===== src/logic/wdt_pkg.sv =====
// constants, field layouts and carrier types for the watchdog block
// assumes a single 25 MHz system clock and an asynchronous oscillator input
package wdt_pkg;

    localparam int unsigned SYS_CLK_HZ     = 25_000_000;
    localparam int unsigned CLK_PERIOD_NS  = 40;
    localparam int unsigned WDT_OSC_HZ     = 1_000_000;

    // register offsets
    localparam logic [7:0]  CTRL_ADDR      = 8'h00;
    localparam logic [7:0]  RSTAT_ADDR     = 8'h01;
    localparam logic [7:0]  ISTAT_ADDR     = 8'h02;
    localparam logic [7:0]  IMASK_ADDR     = 8'h03;

    // watchdog_control fields
    localparam int unsigned CE_BIT         = 4;
    localparam int unsigned WDE_BIT        = 3;
    localparam int unsigned SEL_LSB        = 0;
    localparam int unsigned SEL_W          = 3;
    localparam logic [7:0]  CTRL_RESET     = 8'h00;

    // reset status and interrupt fields
    localparam int unsigned FLAG_BIT       = 3;
    localparam int unsigned IRQ_TIMEOUT    = 0;
    localparam int unsigned IRQ_EXPIRED    = 1;
    localparam int unsigned IRQ_W          = 2;
    localparam logic [1:0]  IMASK_RESET    = 2'h0;

    // change window: open for four system clock cycles
    localparam int unsigned CE_OPEN_CYCLES = 4;
    localparam logic [1:0]  CE_LOAD        = 2'(CE_OPEN_CYCLES - 1);

    // time-out counter
    localparam int unsigned CNT_W          = 22;
    localparam int unsigned BASE_TICKS_DEF = 16384;

    typedef enum logic {
        SEQ_CLOSED = 1'b0,
        SEQ_OPEN   = 1'b1
    } seq_t;

    typedef struct packed {
        logic [7:0] addr;
        logic [7:0] wdata;
        logic       wr;
        logic       rd;
    } bus_req_t;

    typedef struct packed {
        logic              osc_s1;
        logic              osc_s2;
        logic              osc_s3;
        logic              fuse_done;
        logic              level2;
        seq_t              seq;
        logic [1:0]        seq_cnt;
        logic              watchdog_enable;
        logic [SEL_W-1:0]  sel;
        logic [CNT_W-1:0]  cnt;
        logic              pulse;
        logic              rst_flag;
        logic [IRQ_W-1:0]  irq_stat;
        logic [IRQ_W-1:0]  irq_mask;
        logic [7:0]        rdata;
    } wdt_state_t;

    localparam wdt_state_t STATE_RESET = '0;

endpackage


===== src/logic/wdt_timed_change.sv =====
// watchdog timer with timed two-write change sequence and safety levels
// assumes synchronous register strobes, a raw oscillator level and a fuse level
`timescale 1ns/1ns

module wdt_timed_change
    import wdt_pkg::*;
#(
    parameter int unsigned BASE_TICKS = BASE_TICKS_DEF
) (
    input  wire logic       i_clk,
    input  wire logic       i_reset_n,
    input  wire bus_req_t   i_bus,
    output logic [7:0]      o_rdata,
    input  wire logic       i_restart,
    input  wire logic       i_chip_reset,
    input  wire logic       i_wdt_osc,
    input  wire logic       i_always_on_fuse,
    output logic            o_chip_reset,
    output logic            o_irq
);

    function automatic logic [CNT_W-1:0] period_ticks(input logic [SEL_W-1:0] sel);
        logic [CNT_W-1:0] base;
        base = CNT_W'(BASE_TICKS);
        return base << sel;
    endfunction

    logic             rst_s1;
    logic             rst_n;
    wdt_state_t       st_reg;
    wdt_state_t       st_next;
    logic             tick;
    logic             ctrl_wr;
    logic             ctrl_open_wr;
    logic             chip_rst;
    logic             enabled;
    logic             timeout;
    logic             expired;
    logic [CNT_W-1:0] lim;

    // reset release through two flops
    always_ff @(posedge i_clk or negedge i_reset_n) begin
        if (!i_reset_n) begin
            rst_s1 <= 1'b0;
            rst_n  <= 1'b0;
        end else begin
            rst_s1 <= 1'b1;
            rst_n  <= rst_s1;
        end
    end

    always_comb begin
        st_next        = st_reg;
        timeout        = 1'b0;
        expired        = 1'b0;
        ctrl_wr        = i_bus.wr && (i_bus.addr == CTRL_ADDR);
        // window opens only when change-enable and enable are written together
        ctrl_open_wr   = ctrl_wr && i_bus.wdata[CE_BIT] && i_bus.wdata[WDE_BIT];
        chip_rst       = st_reg.pulse | i_chip_reset;
        enabled        = st_reg.watchdog_enable | st_reg.level2;
        lim            = period_ticks(st_reg.sel);

        // oscillator edge through a two-flop synchroniser
        st_next.osc_s1 = i_wdt_osc;
        st_next.osc_s2 = st_reg.osc_s1;
        st_next.osc_s3 = st_reg.osc_s2;
        tick           = st_reg.osc_s2 & ~st_reg.osc_s3;

        // fuse caught once after reset release
        if (!st_reg.fuse_done) begin
            st_next.fuse_done = 1'b1;
            st_next.level2    = i_always_on_fuse;
        end

        // change window countdown
        if (st_reg.seq == SEQ_OPEN) begin
            if (st_reg.seq_cnt == 2'h0) begin
                st_next.seq = SEQ_CLOSED;
                expired     = 1'b1;
            end else begin
                st_next.seq_cnt = st_reg.seq_cnt - 2'h1;
            end
        end

        if (ctrl_wr) begin
            expired = 1'b0;
            if (ctrl_open_wr) begin
                st_next.seq     = SEQ_OPEN;
                st_next.seq_cnt = CE_LOAD;
            end else begin
                st_next.seq = SEQ_CLOSED;
            end
            if (i_bus.wdata[WDE_BIT]) begin
                st_next.watchdog_enable = 1'b1;
            end else if (st_reg.seq == SEQ_OPEN && !ctrl_open_wr && !st_reg.level2) begin
                st_next.watchdog_enable = 1'b0;
            end
            if (st_reg.seq == SEQ_OPEN && !ctrl_open_wr) begin
                st_next.sel = i_bus.wdata[SEL_LSB +: SEL_W];
            end
        end

        // time-out counter
        if (!enabled || i_restart || chip_rst) begin
            st_next.cnt = '0;
        end else if (tick) begin
            if (st_reg.cnt == lim - CNT_W'(1)) begin
                timeout     = 1'b1;
                st_next.cnt = '0;
            end else begin
                st_next.cnt = st_reg.cnt + CNT_W'(1);
            end
        end
        st_next.pulse = timeout;

        // chip reset returns control to its reset value
        if (chip_rst) begin
            st_next.seq     = SEQ_CLOSED;
            st_next.seq_cnt = 2'h0;
            st_next.watchdog_enable     = CTRL_RESET[WDE_BIT];
            st_next.sel     = CTRL_RESET[SEL_LSB +: SEL_W];
        end

        // reset flag: set wins over clear
        if (i_bus.wr && i_bus.addr == RSTAT_ADDR && !i_bus.wdata[FLAG_BIT]) begin
            st_next.rst_flag = 1'b0;
        end
        if (timeout) begin
            st_next.rst_flag = 1'b1;
        end

        // sticky interrupt status, write one to clear
        if (i_bus.wr && i_bus.addr == ISTAT_ADDR) begin
            st_next.irq_stat = st_reg.irq_stat & ~i_bus.wdata[IRQ_W-1:0];
        end
        st_next.irq_stat[IRQ_TIMEOUT] = st_next.irq_stat[IRQ_TIMEOUT] | timeout;
        st_next.irq_stat[IRQ_EXPIRED] = st_next.irq_stat[IRQ_EXPIRED] | expired;
        if (i_bus.wr && i_bus.addr == IMASK_ADDR) begin
            st_next.irq_mask = i_bus.wdata[IRQ_W-1:0];
        end

        // read data valid only in the cycle after the strobe
        st_next.rdata = 8'h00;
        if (i_bus.rd) begin
            unique case (i_bus.addr)
                CTRL_ADDR: begin
                    st_next.rdata = {3'h0, (st_reg.seq == SEQ_OPEN), enabled, st_reg.sel};
                end
                RSTAT_ADDR: begin
                    st_next.rdata = 8'(st_reg.rst_flag) << FLAG_BIT;
                end
                ISTAT_ADDR: begin
                    st_next.rdata = {6'h00, st_reg.irq_stat};
                end
                IMASK_ADDR: begin
                    st_next.rdata = {6'h00, st_reg.irq_mask};
                end
                default: begin
                    st_next.rdata = 8'h00;
                end
            endcase
        end
    end

    always_ff @(posedge i_clk or negedge rst_n) begin
        if (!rst_n) begin
            st_reg <= STATE_RESET;
        end else begin
            st_reg <= st_next;
        end
    end

    assign o_rdata      = st_reg.rdata;
    assign o_chip_reset = st_reg.pulse;
    assign o_irq        = |(st_reg.irq_stat & st_reg.irq_mask);
endmodule


===== config.mk =====
export PLATFORM = sky130hd
export DESIGN_NAME = wdt_timed_change
export DESIGN_NICKNAME = d
export VERILOG_FILES = /design/src/logic/wdt_pkg.sv /design/src/logic/wdt_timed_change.sv
export SDC_FILE = /design/constraint.sdc
export NUM_CORES = 1
export LEC_CHECK = 0
export BUFFER_PORTS_ARGS = -buffer_cell sky130_fd_sc_hd__clkbuf_2
export CORE_MARGIN = 1
export CORE_UTILIZATION = 60
export DETAILED_ROUTE_END_ITERATION = 7
export HOLD_SLACK_MARGIN = 0.08
export PLACE_DENSITY_LB_ADDON = 0.1
export SYNTH_ARGS = -nofsm -noshare
export SYNTH_HDL_FRONTEND = slang
export SYNTH_SLANG_ARGS = --single-unit

===== constraint.sdc =====
create_clock -name i_clk -period 2 [get_ports i_clk]
set_input_delay 0.2 -clock i_clk [delete_from_list [all_inputs] [get_ports i_clk]]
set_output_delay 0.2 -clock i_clk [all_outputs]
set_load 0.02 [all_outputs]

* After elaboration in Yosys (flattened, before gate mapping) *
Cells that the tools add are included.

word-level totals
  flip-flop bits (word level) = 50
  bits in latches = 0
  memory bits (writable) = 0
  ROM bits = 0
  output and inout bits = 10
  logic and storage cells = 83
  memories kept = 0

cells by class
  add/subtract/negate cells = 3
  multiply operators = 0
  divide/modulo/power cells = 0
  magnitude comparators = 0
  equality and inequality tests = 4
  shift operators = 1
  mux-type cells = 24
  bitwise operators = 9
  reductions and logical operators = 25

operators with widths
  operator                                             count
  two-way mux 22 bit                                   3
  adder 22 x 1 -> 22 bit, second input constant        1
  equality test 22 bit                                 1
  << shifter 15 x 3 -> 22 bit, first input constant    1
  subtractor 22 x 1 -> 22 bit, second input constant   1
  case mux 5 bit (4 select lines)                      1
  equality test 8 x 2 -> 1 bit, second input constant  2
  two-way mux 7 bit                                    2
  two-way mux 1 bit                                    12
  logical AND 1 bit                                    9
  equality test 8 x 1 -> 1 bit, second input constant  1
  zero test 8 bit                                      1
  nonzero test 2 bit                                   4
  two-way mux 2 bit                                    3
  two-way mux 3 bit                                    2
  two-way mux 5 bit                                    1
  AND 2 bit                                            2
  zero test 1 bit                                      4
  bitwise OR 1 bit                                     4
  AND reduction 2 bit                                  2
  nonzero test 3 bit                                   1
  zero test 2 bit                                      1
  logical OR 1 bit                                     2
  NOT 2 bit                                            1
  4 further kinds                                      4

* Longest topological paths before layout *
Gate-level depths: netlist of run 1.

  depth in word-level cells = 11
  depth in mapped cells = 8
  depth with buffers taken out = 7

* Worst setup path after synthesis of run 1 *
OpenSTA, ideal clock, no wires.

  path kind = register -> register
  from = register st_reg[14] in the netlist's numbering
  to = register st_reg[28] in the netlist's numbering
  library setup time = 0.118 ns
  arrival time = 1.897 ns
  data required time = 1.882 ns
  setup slack = -0.015 ns
  stages on the path, launching flop included = 9
  buffers on the path = 1
  period minus slack after synthesis = 2.015 ns
  cell sequence = dfrtp_1 ha_1 and3_1 nand3_1 or4_4 nand4bb_4 o21ai_2 buf_6 nor2_1

on the way
  longest elaborated chain between the ends = 4

ends and longest elaborated chain
  element                                                                line                                              source
  start: declaration                                                     wdt_timed_change.sv:30                            wdt_state_t st_reg;
  start signal: assignment                                               wdt_timed_change.sv:169                           st_reg <= st_next;
  adder 22 x 1 -> 22 bit / equality test 22 bit (equally long branches)  wdt_timed_change.sv:111, wdt_timed_change.sv:107
  two-way mux 22 bit *                                                   wdt_timed_change.sv:107                           if (st_reg.cnt == lim - CNT_W'(1)) begin
  two-way mux 22 bit *                                                   wdt_timed_change.sv:106                           end else if (tick) begin
  two-way mux 22 bit *                                                   wdt_timed_change.sv:104                           if (!enabled || i_restart || chip_rst) begin

Mark *: on every way between the ends. The rest lies on a longest branch, timed or not. The select of a mux whose other input is x is not followed.
A chain may end at the register's enable or synchronous reset.

* Worst setup path in the final report of run 1 *
  from = register st_reg[15] in the netlist's numbering
  to = register st_reg[22] in the netlist's numbering

Same word-level chain as after synthesis.

==> results of run 1 <==
==> layout make-up <==
class                      count  area (um2)
timing repair buffer          64       421.7
clock buffer                   6       82.58
inverter                       4       15.01
fill                         255       748.2
sequential                    47        1179
clock inverter                 2       35.03
multi-input combinational    185        1202
tap                           48       60.06
==> cells in the mapped netlist (2+ instances only) <==
cell type / number / area [um2]
dfrtp_1: 47 / 1176
conb_1: 2 / 7.510
and2_1: 3 / 18.77
mux2_2: 7 / 78.83
o31ai_1: 2 / 15.01
nor2b_1: 3 / 18.77
and4_1: 2 / 17.52
a21oi_1: 14 / 70.07
or3_1: 4 / 25.02
nand2_1: 25 / 93.84
inv_1: 4 / 15.01
o21ai_0: 7 / 35.03
or2_2: 3 / 18.77
nor2_1: 32 / 120.1
clkbuf_1: 8 / 30.03
buf_2: 3 / 15.01
a31oi_1: 3 / 18.77
xor2_1: 13 / 113.9
nand2b_1: 4 / 25.02
or4_1: 3 / 22.52
mux2i_1: 3 / 30.03
buf_4: 8 / 60.06
a22oi_1: 5 / 37.54
nand4_1: 6 / 37.54
and3_1: 4 / 25.02
nand3_1: 15 / 75.07
nor3_1: 5 / 25.02
==> cells by family (layout without fill, tap and decap cells) <==
family | after synthesis | after routing
buffers and inverters | 24 | 76
xor gates and xnor gates | 14 | 14
adders and majority gates | 1 | 1
and+or+nand+nor | 113 | 113
AOI/OAI and AO/OA | 42 | 42
DFF | 47 | 47
muxes | 10 | 10
other | 2 | 5
==> worst max path at each step <==
stage / cells past startpoint / from / endpoint / slack, ps
after floorplan: 8 / st_reg[14] / st_reg[28] / 7
after global placement: 8 / st_reg[14] / st_reg[27] / -50
after detailed placement: 8 / st_reg[14] / st_reg[27] / -60
after CTS: 8 / st_reg[14] / st_reg[21] / -20
after global routing: 8 / st_reg[15] / st_reg[23] / -120
final: 8 / st_reg[15] / st_reg[22] / -60
==> through the flow <==
step | cells | worst slack, ps | hold WS, ps | total power (W) | area, um2
after detailed placement | 344 | -62.61 | -11.39 | 0.001092 | 2745
after global routing | 356 | -116.5 | 130.8 | 0.001862 | 2995
final | 356 | -56.13 | 113.5 | 0.001796 | 2995
after global placement | 344 | -52.45 | -12.28 | 0.001091 | 2745
after CTS | 354 | -19.70 | 118.6 | 0.001799 | 2908
after floorplan | 256 | 7.185 | -95.59 | 0.001049 | 2417
==> metal layers <==
layer | vias to the layer above | track usage [%] | routed length [um]
met5 | - | 0 | 0
met4 | 0 | 10.05 | 104
met3 | 10 | 5.208 | 207
met2 | 54 | 45.75 | 2741
met1 | 989 | 35.53 | 2335
li1 | 978 | - | -
==> power by group <==
part	internal (W)	switching, W	leakage, nW	total, W
logic	0.0000467	0.0000674	0.664	0.000114
registers	0.000961	0.00000929	0.633	0.000970
clock network	0.000404	0.000307	0.0612	0.000711
==> timing repair <==
item | 4_1_cts | 5_1_grt
gates cloned | 0 | 0
pin swaps | 2 | 10
hold buffers | 2 | 0
setup buffers | 0 | 2
resized for setup | 5 | 21
hold endpoints to repair | 3 | 0
setup endpoints to repair | 19 | 21
==> results.cfg, run 1 <==
[outcome]
status = finished, violations left
violations = setup timing

[sta]
setup_viol = 15
finClkSkew_ps = 9.184
hold_viol = 0
rsz0062_at_grt = yes
fin_crit_ps = 2056
min_period_over_period_pct = 102.8
fin_setup_tns_ps = -484.7
fmax_ghz = 0.4864
slew_viol_final = 0
finalWorstSetupSlack_ps = -56.13

[floorplanning]
start_util_pct = 64.27
ios = 34
core-area_mm2 = 0.003744
row_count = 22
die_y_um = 65.33
die_x_um = 65.33
dieArea_mm2 = 0.004267

[finish]
drive_gt1_share_pct = 34.42
syn_to_final_growth_pct = 24.49
fin_util_pct = 80.01
largest_reg_flops = 37
diodes = 0
layout.nets = 332
mostFrequentLayoutCell = dfrtp_1
final_cell_mix = dfrtp_1 (45), buf_4 (34), nor2_1 (28), clkbuf_2 (27), nand2_1 (24)

[grt]
antenna_found_initial = 0
grt_pass1_wl_um = 8659
grt_usage_pct = 27.45
grt_max_degree = 21
grt_pass1_vias = 1947
grt_overflow = 0

[cts]
cts.sinks = 47
cts_buffers = 5
cts_buffer_depth = 2
clk-insertion-delay-late_ps = 300
h-tree-depth = 2
clockRootBuffer = clkbuf_8
path_clk_slew_ps = 80
tritoncts = built

[synth]
synth.distinct_cells = 45
synth_top_family_by_area = simple AND/OR/NAND/NOR gates
synthAdderAreaFrac_pct = 0.5200
async_reset_ff_share_pct = 100.0
syn_area_mm2 = 0.002406
synthSimpleGateAreaFrac_pct = 24.18
synth_edf_count = 0
yosysWarnings = 0
synth-seq-cells = 47
synth-main-ff-cell = dfrtp_1
postSynthCellCount = 253
synth_compound_area_share_pct = 11.02
seq_area_frac_synth_pct = 48.88
synth_mux_area_share_pct = 4.524
avgSynthCellArea_um2 = 9.510
synth_xor_area_share_pct = 5.096

[worst_hold_path]
hold_class = flip-flop to asynchronous set/reset pin

[setup_path]
worst-path-buf-inv = 1
rrSetupSlack_ps = -60
slowest_stage = or4_4
worst-endpoint-required_ps = 2180
critical-path-top-delay-family = simple AND/OR/NAND/NOR gates
reg2reg_from = st_reg[15]
arrival_ps = 2240
crit_fanout = 6
cp_cell_sequence = ha_2 -> and3_4 -> nand3_4 -> or4_4 -> nand4bb_4 -> o21ai_4 -> buf_6 -> nor2_2
endpoint_kind = flip-flop
ff2ff_path_depth = 8
cp-start-kind = flip-flop
critPathKind = flip-flop to flip-flop
slowest_delay_ps = 490
r2r-end = st_reg[22]

[power]
p_leak_nw = 1.357
peakVddDrop_uv = 460.4
power.density_mw_per_mm2 = 599.4

[routing]
drt_pass1_iterations = 4
routed_wl_um = 5388
wire_per_inst_um = 15.13
drtIter0Drc = 112
drc_errors = 0
viasPerCell = 5.705
drt.antenna.violating_nets = 0
vias = 2031

[flow_run]
max_cap_viol_count = 0

[placement]
dpl.hpwl_um = 3662
numPortBuffers = 27
gp_congestion = 0.8055
Power figures use the tool's default switching activity.
==> run 2, diff against run 1 <==
--- a/config.mk
+++ b/config.mk
@@ -5,9 +5,10 @@
 export SDC_FILE = /design/constraint.sdc
 export NUM_CORES = 1
 export LEC_CHECK = 0
-export BUFFER_PORTS_ARGS = -buffer_cell sky130_fd_sc_hd__clkbuf_2
+export BUFFER_PORTS_ARGS = -buffer_cell sky130_fd_sc_hd__buf_4
 export CORE_MARGIN = 1
 export CORE_UTILIZATION = 60
+export CTS_BUF_LIST = sky130_fd_sc_hd__clkbuf_2
 export DETAILED_ROUTE_END_ITERATION = 7
 export HOLD_SLACK_MARGIN = 0.08
 export PLACE_DENSITY_LB_ADDON = 0.1
==> constraint.sdc (replaced) <==
create_clock -name i_clk -period 2.5 [get_ports i_clk]
set_input_delay 0.25 -clock i_clk [delete_from_list [all_inputs] [get_ports i_clk]]
set_output_delay 0.25 -clock i_clk [all_outputs]
set_load 0.02 [all_outputs]
==> run 2 against run 1 <==
Effect of this change:
- the flow now finishes without violations
- die area did not move
- sequential cell count did not move
- first-iteration DRC count rose by 13%
- worst hold slack got worse by 23 ps
- setup slack improved by 310 ps
- clock power fell by 51%
- cell area fell by 8.4%
- clock skew rose by 8.4 ps
- final cell count fell by 6.5%
- non-clock buffer count fell by 23
==> results.cfg, run 2 (synthesis results as in run 1) <==
[routing]
drt_pass1_iterations = 4
drt.antenna.violating_nets = 0
viasPerCell = 5.565
drc_errors = 0
vias = 1853
wire_per_inst_um = 13.93
routed_wl_um = 4640
drtIter0Drc = 127

[sta]
rsz0062_at_grt = no
finClkSkew_ps = 17.58
hold_viol = 0
fmax_ghz = 0.4443
min_period_over_period_pct = 90.02
fin_setup_tns_ps = 0
setup_viol = 0
worst_pin_slew_ps = 935.8
slew_viol_final = 0
fin_crit_ps = 2251
worst_hold_slack_ps = 90.82
max_slew_margin_pct = 37.61

[placement]
post-place-cells = 316
dpl.hpwl_um = 3318
gp_congestion = 0.8508
numPortBuffers = 27

[floorplanning]
dieArea_mm2 = 0.004267
die_y_um = 65.33
start_util_pct = 64.27
die_x_um = 65.33
core-area_mm2 = 0.003744
ios = 34
row_count = 22

[power]
power.density_mw_per_mm2 = 445.7
peakVddDrop_uv = 415.9
p_leak_nw = 1.219

[grt]
grt_pass1_vias = 1853
grt_pass1_wl_um = 8231
grt_overflow = 0
antenna_found_initial = 0
grt_max_degree = 46
grt_usage_pct = 25.60

[cts]
clockRootBuffer = clkbuf_2
tritoncts = built
cts.sinks = 47
cts_buffer_depth = 2
path_clk_slew_ps = 270
cts_setup_buffers = 0
cts_buffers = 5
cts.repair.resized = 0
ctsHoldBuffers = 9
h-tree-depth = 2
clk-insertion-delay-late_ps = 450

[setup_path]
critPathKind = flip-flop to flip-flop
rrSetupSlack_ps = 250
r2r-end = st_reg[25]
critical-path-top-delay-family = simple AND/OR/NAND/NOR gates
endpoint = st_reg[25]
crit_fanout = 11
cp.depth = 8
slowest_delay_ps = 510
crit_start = st_reg[14]
worst-endpoint-required_ps = 2870
slowest_stage = or4_4
cp-start-kind = flip-flop
arrival_ps = 2620
reg2reg_from = st_reg[14]
ff2ff_path_depth = 8
cp_cell_sequence = ha_1 -> and3_1 -> nand3_1 -> or4_4 -> nand4bb_4 -> o21ai_2 -> buf_4 -> nor2_1
endpoint_kind = flip-flop
worst-path-buf-inv = 1

[finish]
finalNonFillerCells = 333
diodes = 0
layout.nets = 309
final_cell_mix = dfrtp_1 (46), nor2_1 (32), buf_4 (32), nand2_1 (25), nand3_1 (15)
drive_gt1_share_pct = 19.65
fin_util_pct = 73.33
fillers = 303
largest_reg_flops = 37
syn_to_final_growth_pct = 14.09
mostFrequentLayoutCell = dfrtp_1

[worst_hold_path]
hold_class = input pin to flip-flop

[outcome]
status = complete, no violations

[flow_run]
max_cap_viol_count = 0
[run 2: cell types whose count changed in the layout (fill, tap and decap cells not counted), sizes merged]
cell,previous run,this run
inv,4,6
clkinvlp,0,1
bufinv,1,0
clkinv,1,0
dlygate4sd3,2,9
clkbuf,33,5
buf,35,32
[run 2: layer usage]
metal	vias to the layer above	track usage, %	share of wire [%]
met5	-	0	0
met4	0	10.87	2.2
met3	9	6.944	4.2
met2	46	39.43	46
met1	871	33.99	48
li1	927	-	-
[run 2: stage by stage]
step	setup WS, ps	cell area (um2)	total power [W]
after floorplan	484.6	2417	0.0008395
after global placement	332.9	2603	0.0008742
final	249.4	2745	0.001224
after global routing	88.15	2745	0.001274
after detailed placement	273.0	2603	0.0008764
after CTS	253.3	2745	0.001229
[run 2: worst min path at each step]
| stage | startpoint | to | slack [ps] | depth (start not counted) |
|---|---|---|---|---|
| floorplan | i_reset_n | rst_n | -50 | 0 |
| global placement | i_reset_n | rst_s1 | 30 | 1 |
| detailed placement | i_reset_n | rst_s1 | 30 | 1 |
| CTS | i_bus[0] | o_rdata[0] | 100 | 3 |
| global route | i_bus[6] | st_reg[40] | 80 | 3 |
| finish | i_bus[0] | o_rdata[1] | 90 | 3 |
[run 2: where the power goes]
| part | total, W | internal (W) | switching [W] |
|---|---|---|---|
| registers | 0.000789 | 0.000771 | 0.0000179 |
| logic | 0.0000849 | 0.0000450 | 0.0000399 |
| clock network | 0.000350 | 0.0000800 | 0.000270 |
| total | 0.00122 | 0.000896 | 0.000327 |
[run 2: layout make-up]
type | instances | area, um2 | share of cell area (%)
clock inverters | 3 | 27.53 | 1.003
well taps | 48 | 60.06 | 2.188
clock buffers | 5 | 25.02 | 0.9116
repair buffers | 41 | 330.3 | 12.03
flip-flops and latches | 47 | 1177 | 42.89
inverters | 4 | 15.01 | 0.5469
multi-input cells | 185 | 1110 | 40.43
[run 2: tightest hold or removal path, cell delays in order]
cell     delay [ps]
buf_4           110
nand4_1         120
nor2_1           70
